--- config.mk ---
export PLATFORM = sky130hd
export DESIGN_NAME = mas_scanner
export DESIGN_NICKNAME = d
export VERILOG_FILES = /design/src/verilog/mas_pkg.sv /design/src/verilog/mas_fifo_if.sv /design/src/verilog/mas_fifo.sv /design/src/verilog/mas_scanner.sv
export SDC_FILE = /design/constraint.sdc
export NUM_CORES = 1
export LEC_CHECK = 0
export ABC_AREA = 1
export BUFFER_PORTS_ARGS = -buffer_cell sky130_fd_sc_hd__buf_4
export CAP_MARGIN = 20
export CORE_UTILIZATION = 55
export CTS_CLUSTER_DIAMETER = 200
export DETAILED_ROUTE_END_ITERATION = 8
export PLACE_DENSITY = 0.81
export SYNTH_ARGS = -nofsm -noshare
export SYNTH_HDL_FRONTEND = slang
export SYNTH_SLANG_ARGS = --single-unit
--- constraint.sdc ---
create_clock -name clock_i -period 4.1 [get_ports clock_i]
set_clock_uncertainty 0.1 [all_clocks]
set_input_delay 0.205 -clock clock_i [delete_from_list [all_inputs] [get_ports clock_i]]
set_output_delay 0.205 -clock clock_i [all_outputs]
set_load 0.03 [all_outputs]
--- src/verilog/mas_pkg.sv ---
// Shared constants for the multiplexed channel scanner
package mas_pkg;
	// Channel and sample widths
	localparam int CHAN_W = 3;
	localparam int CODE_W = 12;
	localparam int ENTRY_W = CHAN_W + CODE_W;
	localparam int BYTE_W = 8;
	localparam int FIFO_DEPTH = 8;

	// Jumper weights, fixed by the channel-count straps
	localparam logic [CHAN_W-1:0] JMP_W1 = 3'h1;
	localparam logic [CHAN_W-1:0] JMP_W2 = 3'h2;
	localparam logic [CHAN_W-1:0] JMP_W4 = 3'h4;
	localparam int JMP_BIT1 = 0;
	localparam int JMP_BIT2 = 1;
	localparam int JMP_BIT4 = 2;

	// Entry layout in the FIFO: index above the code
	localparam int ENT_CODE_LSB = 0;
	localparam int ENT_IDX_LSB = CODE_W;

	// Upper input byte layout
	localparam int UP_TOP_BIT = 7;
	localparam int UP_IDX_LSB = 4;
	localparam int UP_CODE_W = 4;
	localparam int LOW_CODE_W = 8;

	// Reset values of the two input bytes and the channel pointer
	localparam logic [BYTE_W-1:0] LOW_RST = 8'h00;
	localparam logic [BYTE_W-1:0] UP_RST = 8'h00;
	localparam logic [CHAN_W-1:0] CHAN_FIRST = 3'h0;
	localparam logic [CODE_W-1:0] CODE_RST = 12'h000;

	// Conversion time per channel and its cycle count at 20 MHz
	localparam int CONV_TIME_NS = 35000;
	localparam int CLK_PERIOD_NS = 50;
	localparam int CONV_CYCLES = (CONV_TIME_NS + CLK_PERIOD_NS - 1) / CLK_PERIOD_NS;
	localparam int CONV_CNT_W = $clog2(CONV_CYCLES + 1);
endpackage

--- src/verilog/mas_fifo_if.sv ---
// Valid/ready carrier between the scanner and its FIFO
`timescale 1ns/10ps
`default_nettype none
interface mas_fifo_if #(
	parameter int WIDTH = 15
);
	logic wr_valid;
	logic wr_ready;
	logic [WIDTH-1:0] wr_data;
	logic rd_valid;
	logic rd_ready;
	logic [WIDTH-1:0] rd_data;

	// FIFO side takes writes and offers reads
	modport fifo (
		input wr_valid, wr_data, rd_ready,
		output wr_ready, rd_valid, rd_data
	);

	// User side pushes conversions and pops presentations
	modport user (
		output wr_valid, wr_data, rd_ready,
		input wr_ready, rd_valid, rd_data
	);
endinterface
`default_nettype wire

--- src/verilog/mas_fifo.sv ---
// Synchronous FIFO holding indexed conversion results
`timescale 1ns/10ps
`default_nettype none
module mas_fifo #(
	parameter int WIDTH = 15,
	parameter int DEPTH = 8
) (
	input wire logic clock_i,
	input wire logic nrst_i,
	mas_fifo_if.fifo port_io
);
	localparam int AW = $clog2(DEPTH);

	logic [WIDTH-1:0] mem_q [DEPTH];
	logic [AW-1:0] wptr_q;
	logic [AW-1:0] rptr_q;
	logic [AW:0] count_q;
	logic do_wr;
	logic do_rd;

	// Honest flags straight from the fill count
	assign port_io.wr_ready = (count_q != DEPTH[AW:0]);
	assign port_io.rd_valid = (count_q != '0);
	assign port_io.rd_data = mem_q[rptr_q];
	assign do_wr = port_io.wr_valid && port_io.wr_ready;
	assign do_rd = port_io.rd_ready && port_io.rd_valid;

	// Storage array, no reset needed on data
	always_ff @(posedge clock_i) begin
		if (do_wr) begin
			mem_q[wptr_q] <= port_io.wr_data;
		end
	end

	// Pointers wrap at the depth, which need not be a power of two
	always_ff @(posedge clock_i) begin
		if (!nrst_i) begin
			wptr_q <= '0;
			rptr_q <= '0;
		end else begin
			if (do_wr) begin
				wptr_q <= (wptr_q == AW'(DEPTH - 1)) ? '0 : wptr_q + 1'b1;
			end
			if (do_rd) begin
				rptr_q <= (rptr_q == AW'(DEPTH - 1)) ? '0 : rptr_q + 1'b1;
			end
		end
	end

	// Fill count
	always_ff @(posedge clock_i) begin
		if (!nrst_i) begin
			count_q <= '0;
		end else if (do_wr && !do_rd) begin
			count_q <= count_q + 1'b1;
		end else if (do_rd && !do_wr) begin
			count_q <= count_q - 1'b1;
		end
	end
endmodule // mas_fifo
`default_nettype wire

--- src/verilog/mas_scanner.sv ---
// Channel scanner: converter sequencing and per-scan input presentation
//
// Overview of operation
// - Enabled count is one plus jumper weights
// - Channels above count never converted nor shown
// - All three jumpers give eight channels
// - One channel presented per host scan
// - After last enabled channel, return to 1
// - All enabled channels refreshed within N scans
// - Conversion free-running; outputs change only on scans (code halts conversion while the FIFO is full)
// - Sixteen input points as two bytes
// - Three bits below top carry channel index
// - Index is channel minus one, increments
// - Twelve bits unsigned binary, bit0 LSB
// - Code 0 bottom, 4095 top of range
//
// Data path
// Straps set the last enabled index
// Sequencer starts the converter, one channel at a time
// Done edge captures the code into one FIFO word
// Host scan edge pops one word into the two input bytes
// Limitations
// Straps are read live; change them only under reset
// Shown data may trail the converter by eight words
// Empty FIFO at a scan keeps both bytes as they were
`timescale 1ns/10ps
`default_nettype none
module mas_scanner #(
	parameter int FIFO_DEPTH = mas_pkg::FIFO_DEPTH
) (
	input wire logic clock_i,
	input wire logic nrst_i,
	input wire logic [mas_pkg::CHAN_W-1:0] chan_jumper_i,
	input wire logic host_scan_i,
	input wire logic conv_done_i,
	input wire logic [mas_pkg::CODE_W-1:0] conv_code_i,
	output logic conv_start_o,
	output logic [mas_pkg::CHAN_W-1:0] conv_chan_o,
	output logic [mas_pkg::BYTE_W-1:0] sample_low_byte_o,
	output logic [mas_pkg::BYTE_W-1:0] channel_index_and_sample_high_o
);
	import mas_pkg::*;

	// Converter sequencer states
	typedef enum logic [3:0] {
		CV_IDLE = 4'h1,
		CV_START = 4'h2,
		CV_WAIT = 4'h4,
		CV_PUSH = 4'h8
	} mas_conv_state_t;

	mas_conv_state_t cv_state_q;
	mas_conv_state_t cv_state_d;

	// Strap synchroniser
	logic [CHAN_W-1:0] jmp_meta_q;
	logic [CHAN_W-1:0] jmp_sync_q;

	// Scan strobe synchroniser and edge history
	logic scan_meta_q;
	logic scan_sync_q;
	logic scan_prev_q;

	// Done synchroniser and edge history
	logic done_meta_q;
	logic done_sync_q;
	logic done_prev_q;

	// Code bus synchroniser
	logic [CODE_W-1:0] code_meta_q;
	logic [CODE_W-1:0] code_sync_q;

	// Strap decode and converter pointer
	logic [CHAN_W-1:0] last_chan;
	logic [CHAN_W-1:0] conv_ptr_q;
	logic [CHAN_W-1:0] conv_ptr_next;
	logic ptr_in_range;
	logic [CHAN_W-1:0] start_chan;

	// Conversion timing, result and FIFO push
	logic [CODE_W-1:0] result_q;
	logic [CONV_CNT_W-1:0] conv_cnt_q;
	logic conv_min_met;
	logic done_seen_q;
	logic push_fire;

	// Detected edges of the synchronised strobes
	logic scan_edge;
	logic done_edge;

	// FIFO head fields and scan decision
	logic [CHAN_W-1:0] head_chan;
	logic [CODE_W-1:0] head_code;
	logic head_stale;
	logic present;

	// Input byte registers
	logic [BYTE_W-1:0] low_q;
	logic up_top_q;
	logic [CHAN_W-1:0] up_idx_q;
	logic [UP_CODE_W-1:0] up_code_q;

	mas_fifo_if #(.WIDTH(ENTRY_W)) fifo_bus ();

	// Two-flop synchronisers; only the second stage feeds any logic
	always_ff @(posedge clock_i) begin
		if (!nrst_i) begin
			jmp_meta_q <= '0;
			jmp_sync_q <= '0;
		end else begin
			jmp_meta_q <= chan_jumper_i;
			jmp_sync_q <= jmp_meta_q;
		end
	end

	// Host scan strobe synchroniser
	always_ff @(posedge clock_i) begin
		if (!nrst_i) begin
			scan_meta_q <= 1'b0;
			scan_sync_q <= 1'b0;
		end else begin
			scan_meta_q <= host_scan_i;
			scan_sync_q <= scan_meta_q;
		end
	end

	// Scan edge history; reset low so no false edge follows reset
	always_ff @(posedge clock_i) begin
		if (!nrst_i) begin
			scan_prev_q <= 1'b0;
		end else begin
			scan_prev_q <= scan_sync_q;
		end
	end

	// Converter done synchroniser
	always_ff @(posedge clock_i) begin
		if (!nrst_i) begin
			done_meta_q <= 1'b0;
			done_sync_q <= 1'b0;
		end else begin
			done_meta_q <= conv_done_i;
			done_sync_q <= done_meta_q;
		end
	end

	// Done edge history, reset to the idle level of the pin
	always_ff @(posedge clock_i) begin
		if (!nrst_i) begin
			done_prev_q <= 1'b0;
		end else begin
			done_prev_q <= done_sync_q;
		end
	end

	// Code bus synchroniser; the code is settled once done is seen
	always_ff @(posedge clock_i) begin
		if (!nrst_i) begin
			code_meta_q <= CODE_RST;
			code_sync_q <= CODE_RST;
		end else begin
			code_meta_q <= conv_code_i;
			code_sync_q <= code_meta_q;
		end
	end

	// Rising edges of the synchronised strobes
	assign scan_edge = scan_sync_q && !scan_prev_q;
	assign done_edge = done_sync_q && !done_prev_q;

	// Last enabled index: the straps add 1, 2 and 4 to channel 1
	always_comb begin
		last_chan = CHAN_FIRST;
		if (jmp_sync_q[JMP_BIT1]) begin
			last_chan = last_chan + JMP_W1;
		end
		if (jmp_sync_q[JMP_BIT2]) begin
			last_chan = last_chan + JMP_W2;
		end
		if (jmp_sync_q[JMP_BIT4]) begin
			last_chan = last_chan + JMP_W4;
		end
	end

	// Next channel to convert; a pointer beyond the count also wraps
	assign conv_ptr_next = (conv_ptr_q >= last_chan) ? CHAN_FIRST : conv_ptr_q + 1'b1;

	// Pointer still inside the enabled range
	assign ptr_in_range = (conv_ptr_q <= last_chan);

	// Channel of the next start; a pointer beyond the count restarts at 1
	always_comb begin
		start_chan = conv_ptr_q;
		if (!ptr_in_range) begin
			start_chan = CHAN_FIRST;
		end
	end

	// Conversion runs on its own, paced only by the converter done, the minimum conversion time and FIFO room
	always_comb begin
		cv_state_d = cv_state_q;
		case (cv_state_q)
			CV_IDLE: begin
				if (fifo_bus.wr_ready) begin
					cv_state_d = CV_START;
				end
			end
			CV_START: begin
				cv_state_d = CV_WAIT;
			end
			CV_WAIT: begin
				if (done_seen_q && conv_min_met) begin
					cv_state_d = CV_PUSH;
				end
			end
			CV_PUSH: begin
				// Back through idle so a start waits for the updated FIFO room
				cv_state_d = CV_IDLE;
			end
			default: begin
				cv_state_d = CV_IDLE;
			end
		endcase
	end

	// Sequencer state register
	always_ff @(posedge clock_i) begin
		if (!nrst_i) begin
			cv_state_q <= CV_IDLE;
		end else begin
			cv_state_q <= cv_state_d;
		end
	end

	// Converted channel pointer advances once per stored result
	always_ff @(posedge clock_i) begin
		if (!nrst_i) begin
			conv_ptr_q <= CHAN_FIRST;
		end else if (push_fire) begin
			conv_ptr_q <= conv_ptr_next;
		end else if (cv_state_q == CV_IDLE && !ptr_in_range) begin
			conv_ptr_q <= CHAN_FIRST;
		end
	end

	// Minimum conversion time guards against a done left over from before
	always_ff @(posedge clock_i) begin
		if (!nrst_i) begin
			conv_cnt_q <= '0;
		end else if (cv_state_q == CV_START) begin
			conv_cnt_q <= '0;
		end else if (cv_state_q == CV_WAIT && !conv_min_met) begin
			conv_cnt_q <= conv_cnt_q + 1'b1;
		end
	end

	assign conv_min_met = (conv_cnt_q >= CONV_CNT_W'(CONV_CYCLES - 1));

	// Done is remembered so an early completion is not lost
	always_ff @(posedge clock_i) begin
		if (!nrst_i) begin
			done_seen_q <= 1'b0;
		end else if (cv_state_q == CV_START) begin
			done_seen_q <= 1'b0;
		end else if (cv_state_q == CV_WAIT && done_edge) begin
			done_seen_q <= 1'b1;
		end
	end

	// Result capture on the done edge, unsigned straight binary
	always_ff @(posedge clock_i) begin
		if (!nrst_i) begin
			result_q <= CODE_RST;
		end else if (cv_state_q == CV_WAIT && done_edge) begin
			result_q <= code_sync_q;
		end
	end

	// One-cycle start pulse on entry to the start state
	always_ff @(posedge clock_i) begin
		if (!nrst_i) begin
			conv_start_o <= 1'b0;
		end else begin
			conv_start_o <= (cv_state_d == CV_START) && (cv_state_q != CV_START);
		end
	end

	// Channel select; held steady through the whole conversion
	always_ff @(posedge clock_i) begin
		if (!nrst_i) begin
			conv_chan_o <= CHAN_FIRST;
		end else if ((cv_state_d == CV_START) && (cv_state_q == CV_IDLE)) begin
			conv_chan_o <= start_chan;
		end
	end

	// Index and code travel as one word, so they cannot be split
	assign fifo_bus.wr_valid = (cv_state_q == CV_PUSH);
	assign fifo_bus.wr_data = {conv_ptr_q, result_q};
	assign push_fire = fifo_bus.wr_valid && fifo_bus.wr_ready;

	mas_fifo #(
		.WIDTH(ENTRY_W),
		.DEPTH(FIFO_DEPTH)
	) u_fifo (
		.clock_i(clock_i),
		.nrst_i(nrst_i),
		.port_io(fifo_bus)
	);

	// Head entry fields
	assign head_chan = fifo_bus.rd_data[ENT_IDX_LSB +: CHAN_W];
	assign head_code = fifo_bus.rd_data[ENT_CODE_LSB +: CODE_W];

	// Entries beyond a reduced count are dropped without being shown
	assign head_stale = fifo_bus.rd_valid && (head_chan > last_chan);
	assign present = scan_edge && fifo_bus.rd_valid && !head_stale;
	assign fifo_bus.rd_ready = head_stale || present;

	// One entry per scan; held over a scan that finds the FIFO empty
	always_ff @(posedge clock_i) begin
		if (!nrst_i) begin
			low_q <= LOW_RST;
		end else if (present) begin
			low_q <= head_code[LOW_CODE_W-1:0];
		end
	end

	// Upper byte top bit carries nothing and stays zero
	always_ff @(posedge clock_i) begin
		if (!nrst_i) begin
			up_top_q <= UP_RST[UP_TOP_BIT];
		end else if (present) begin
			up_top_q <= 1'b0;
		end
	end

	// Channel index, loaded with its code from the same FIFO word
	always_ff @(posedge clock_i) begin
		if (!nrst_i) begin
			up_idx_q <= UP_RST[UP_IDX_LSB +: CHAN_W];
		end else if (present) begin
			up_idx_q <= head_chan;
		end
	end

	// Top four code bits of the presented sample
	always_ff @(posedge clock_i) begin
		if (!nrst_i) begin
			up_code_q <= UP_RST[UP_CODE_W-1:0];
		end else if (present) begin
			up_code_q <= head_code[CODE_W-1 -: UP_CODE_W];
		end
	end

	// Sixteen input points, entries stored in channel order wrap to index 0
	assign sample_low_byte_o = low_q;
	assign channel_index_and_sample_high_o = {up_top_q, up_idx_q, up_code_q};
endmodule // mas_scanner
`default_nettype wire

==> impl_metrics.toml, run 1 <==
[run_status]
status = "finished, final reports clean"

[detailed_routing]
ant_nets = 0
drtIter0Drc = 390
drtPass1Iterations = 5
postRouteWirelength_um = 16100
vias = 6053
drc = 0
routedWlPerCell_um = 13.6
routed_via_density = 5.08

[power]
p_total_mw = 5.62
power.density_nw_per_um2 = 555
leakage_nw = 4.42
max-vdd-ir-drop_uv = 343

[place]
io_buffer_count = 37
gp_congestion = 0.825
place_hpwl_um = 9740

[yosys]
yosys-top-cells-area = "edfxtp_1 (41%), dfxtp_1 (22%), nor2_1 (7.1%)"
synth-main-ff-cell = "edfxtp_1"
synth_nets = 951
avgSynthCellArea_um2 = 9.59
synth_warnings = 0
synth_top_area_share_pct = 41.0
synth.ff_latch_count = 218
synth_edf_count = 120
yosysSeqAreaShare_pct = 63.4
async_flop_share_pct = 0
syn-instance-count = 916
yosysTopAreaCell = "edfxtp_1"
yosysUniqueCellTypes = 34
syn_area_um2 = 8780

[cts]
clockBufferDepth = 3
cts_resized = 0
cts_tree = "yes"
root_buffer = "clkbuf_16"
clock_latency_ns = 0.50
clock_sinks = 218
clk_pin_slew_worst_paths_ns = 0.06
cts_buffers = 22
htreeDepth = 1

[timing]
fin_crit_ns = 3.51
finalHoldViolations = 0
fin_crit_sh_pct = 85.5
drv_slew = 0
hold_slack_ns = 0.130
final-setup-viol-count = 0
max_freq_ghz = 0.285
tns_ns = 0
rsz0062_at_grt = "no"
slew_headroom_pct = 31.6
tightest_slew_ns = 1.03

[min_path]
hold_class = "in -> reg"

[global_routing]
antenna_found_initial = 0
grt_max_degree = 74
grt_overflow = 0
grt_pass1_vias = 5459
grt_usage_pct = 20.4
grt_pass1_wl_um = 26300

[final_layout]
finalCoreUtilization_pct = 65.8
final-seq-area_um2 = 5570
nFillCells = 1203
area_growth_syn_to_layout_pct = 15.2
diodes = 0
drive_gt1_share_pct = 10.9
final_cell_mix = "nand2_1 (163), nor2_1 (160), edfxtp_1 (120)"
multi_input_area_um2 = 2650
final_common_cell = "nand2_1"
layout.nets = 999

[setup_path]
worst-endpoint-required_ns = 4.43
worstSetupStartpointType = "register"
cp-end-kind = "register"
crit_type = "reg -> reg"
cp_max_fo = 37
crit_arrival_ns = 3.84

[die]
start_util_pct = 57.1
die_width_um = 128
core-area_um2 = 15400
ioPinCount = 39
die_h_um = 128
num_rows = 45
die-area_um2 = 16500

[flow_run]
cap_violations = 0
==> timing repair <==
| item | 4_1_cts | 5_1_grt |
|---|---|---|
| endpoints found under the hold margin | 17 | 0 |
| hold buffers | 17 | 0 |
| endpoints found under the setup margin | 0 | 0 |
| buffers inserted | 0 | 0 |
==> Yosys cell counts (5+ instances only) <==
cell / n
nor2_1: 166
nand2_1: 163
edfxtp_1: 120
dfxtp_1: 98
inv_1: 98
o21ai_0: 82
a21oi_1: 36
nand3_1: 34
o21ai_1: 25
buf_2: 19
ha_1: 15
clkbuf_1: 10
buf_4: 6
nand2_2: 5
xor2_1: 5
==> state kept, by name (all words and copies together) (netlist names), 3 cells and up, named ones only <==
signal and flops:
jmp_meta_q 3, u_fifo.mem_q 120, conv_chan_o 3, conv_cnt_q 10, sample_low_byte_o 8, conv_ptr_q 3, code_meta_q 12, cv_state_q 4
up_code_q 4, jmp_sync_q 3, u_fifo.wptr_q 3, u_fifo.rptr_q 3, code_sync_q 12, result_q 12, u_fifo.count_q 4, up_idx_q 3
==> per-layer routing <==
metal,wire length [um],GRT usage [%],vias up,part of all wire (%)
met1,6950,27.2,2762,43
li1,-,-,3061,-
met4,323,5.40,0,2.0
met3,1180,4.12,26,7.3
met2,7690,34.3,204,48
met5,0,0,-,0
==> layout make-up <==
cell class / instances / share of cell area, %
Timing Repair Buffer: 63 / 5.09
Multi-Input combinational cell: 557 / 26.1
Inverter: 102 / 3.78
Clock buffer: 31 / 6.18
Clock inverter: 9 / 1.19
Tap cell: 211 / 2.61
Sequential cell: 218 / 55.0
==> metrics by stage <==
step                std cells  area [um^2]  setup slack [ns]
floorplan                 916         8780              1.17
global placement         1134         9200             0.809
detailed placement       1134         9200             0.636
CTS                      1191        10100             0.614
global route             1191        10100             0.226
finish                   1191        10100             0.595
==> cell families after synthesis <==
group | after synthesis | share of synthesized area [%]
buf+inv | 141 | 6.67
other cells | 1 | 0.0427
compound gates | 144 | 8.25
xor+xnor | 7 | 0.698
fa+ha+maj | 16 | 2.37
flops | 218 | 63.4
simple gates | 389 | 18.6
==> power breakdown <==
group	total, mW	leakage (nW)	internal (mW)	switching, mW
Sequential	2.44	2.11	2.37	0.0633
Clock	2.03	0.364	1.25	0.779
Combinational	1.15	1.95	0.398	0.755
Total	5.62	4.42	4.02	1.60
==> critical path: stages, from the launching register on <==
cell and delay (ns):
dfxtp_1 0.53, inv_2 0.31, o21ai_0 0.27, nand3_1 0.10, nand2_1 0.10, inv_1 0.05
ha_1 0.30, a21oi_1 0.14, nand2_1 0.07, nand3_1 0.10, nand2_1 0.10, inv_1 0.12
ha_1 0.20, inv_1 0.09, ha_1 0.32, nand2_1 0.08, nand2_1 0.04, nor2_1 0.12
xnor2_1 0.13, nand2_1 0.06, a21oi_1 0.11
==> worst paths after layout <==
| kind | from | to | slack (ns) | cells past startpoint |
|---|---|---|---|---|
| worst max register to register | register | u_fifo.count_q[3] | 0.59 | 20 |
| worst max-delay path | register | u_fifo.count_q[3] | 0.59 | 20 |
| worst min register to register | code_meta_q[6] | code_sync_q[6] | 0.30 | 2 |
| worst min-delay path | nrst_i | code_sync_q[7] | 0.13 | 3 |
(Power assumes the default switching activity.)
==> inputs of run 2 (changes only) <==
- REMOVE_ABC_BUFFERS: unset -> 1
==> run 2 against run 1 <==
Worst hold slack improved by 0.020 ns; combinational power about the same; via count shrank 0.36%; design area hardly changed; die area is the same; register-to-register slack improved by 0.06 ns; fmax is 1.8% higher; sequential share of layout area barely moved; count of clock-buffer cells in the layout down 2; wire length grew 3.2%; critical path depth stayed put; global-route usage up 0.38 points; critical path type unchanged; critical endpoint unchanged.
==> impl_metrics.toml, run 2 (synthesized netlist as in run 1, its figures left out) <==
[cts]
clock_sinks = 218
cts_tree = "yes"
clockBufferDepth = 3
cts_setup_buffers = 0
cts_buffers = 22
root_buffer = "clkbuf_16"
clock_latency_ns = 0.50
cts_resized = 0
hold_buffers = 17
clk_pin_slew_worst_paths_ns = 0.06
htreeDepth = 1

[timing]
fin_crit_ns = 3.44
slew_headroom_pct = 29.4
final-setup-viol-count = 0
drv_slew = 0
tightest_slew_ns = 1.06
rsz0062_at_grt = "no"
max_freq_ghz = 0.290
finalHoldViolations = 0
fin_crit_sh_pct = 84.0

[setup_path]
crit_arrival_ns = 3.77
crit_family = "buffers and inverters"
cp_max_fo = 16
crit_type = "reg -> reg"
crit_buf_inv = 5
cp-end-kind = "register"
cpMostUsedCell = "nand2_1"
worstSetupStartpointType = "register"
max_stage_delay_ns = 0.46
cp_slowest_cell = "inv_1"
crit_chain = "buf_4 > inv_1 > nand3_1 > nand2_1 > inv_1 > ha_1 > a21oi_1 > nand2_1 > nand3_1 > nand2_1 > inv_1 > ha_1 > inv_1 > ha_1 > nand2_1 > nand2_1 > nor2_1 > xnor2_1 > nand2_1 > a21oi_1"
worst-endpoint-required_ns = 4.42

[global_routing]
grt_max_degree = 74
grt_pass1_wl_um = 27100
grt_usage_pct = 20.8
grt_pass1_vias = 5725
grt_overflow = 0
antenna_found_initial = 0

[place]
place_hpwl_um = 9700
postPlaceCellArea_um2 = 9210
dp_cells = 1135
gp_congestion = 0.807
io_buffer_count = 37

[detailed_routing]
drtIter0Drc = 396
drc = 0
routedWlPerCell_um = 14.0
drtPass1Iterations = 5
postRouteWirelength_um = 16700
routed_via_density = 5.06
vias = 6031
ant_nets = 0

[die]
die-area_um2 = 16500
core-area_um2 = 15400
ioPinCount = 39
die_width_um = 128
num_rows = 45
die_h_um = 128
start_util_pct = 57.1

[final_layout]
fin_area_um2 = 10100
drive_gt1_share_pct = 11.0
regMostFlops = "u_fifo.mem_q"
largest_register_ff_count = 120
final_cell_mix = "nand2_1 (163), nor2_1 (161), edfxtp_1 (120)"
layout.nets = 1000
final_common_cell = "nand2_1"
area_growth_syn_to_layout_pct = 15.2
fin_cells = 1191
diodes = 0

[power]
power.density_nw_per_um2 = 555
max-vdd-ir-drop_uv = 363
leakage_nw = 4.42
p_total_mw = 5.62

[min_path]
hold_class = "in -> reg"
hp-start = "nrst_i"

[flow_run]
cap_violations = 0

[run_status]
status = "finished, final reports clean"
run 2: cell types whose count changed in the layout (fill, tap and decap cells not counted):
cell / before / now
nor2_2: 10 / 9
nor2_1: 160 / 161
clkinvlp_4: 0 / 1
dfxtp_2: 0 / 1
clkbuf_1: 6 / 4
buf_4: 46 / 47
dfxtp_1: 98 / 97
clkinv_1: 3 / 4
clkinv_4: 1 / 0
run 2: worst reg2reg max path, delay by kind of cell, from the launching register on:
kind / cells / cell delay [ns]
simple gates: 9 / 0.84
fa+ha+maj: 3 / 0.85
xor+xnor: 1 / 0.12
compound gates: 2 / 0.25
buf+inv: 5 / 0.93
flops: 1 / 0.30
run 2: report_power, final:
part / internal [mW] / leakage, nW / switching, mW
Sequential: 2.38 / 2.11 / 0.0559
Combinational: 0.398 / 1.95 / 0.760
Clock: 1.24 / 0.359 / 0.787
run 2: per-stage QoR:
| stage | utilization, % | setup TNS, ns | setup slack, ns | hold WS (ns) |
|---|---|---|---|---|
| 2_1_floorplan | - | -0.153 | -0.118 | 0.198 |
| 3_5_place_dp | 59.9 | 0 | 0.714 | 0.290 |
| 4_1_cts | 65.8 | 0 | 0.655 | 0.142 |
| 3_3_place_gp | 59.9 | 0 | 0.853 | 0.284 |
| 5_1_grt | 65.8 | 0 | 0.347 | 0.190 |
| 6_report | 65.8 | 0 | 0.655 | 0.150 |
run 2: path summary, 6_finish.rpt:
kind                       end  slack, ns  cells past startpoint
max          u_fifo.count_q[3]       0.66                     20
min            code_meta_q[11]       0.15                      3
min reg2reg     code_sync_q[5]       0.31                      2
max reg2reg  u_fifo.count_q[3]       0.66                     20
run 2: layout make-up:
class	instances	area [um^2]
Multi-Input combinational cell	557	2640
Timing Repair Buffer	64	523
Clock inverter	10	123
Tap cell	211	264
Fill cell	1112	5250
Inverter	102	383
Sequential cell	218	5570
Clock buffer	29	618
run 2: metal layers:
metal  GRT usage (%)  vias to the layer above  wire length [um]
met5               0                        -                 0
met4            6.30                        0               361
met3            3.70                       36               834
met2            36.5                      143              8280
met1            26.4                     2786              7170
li1                -                     3066                 -
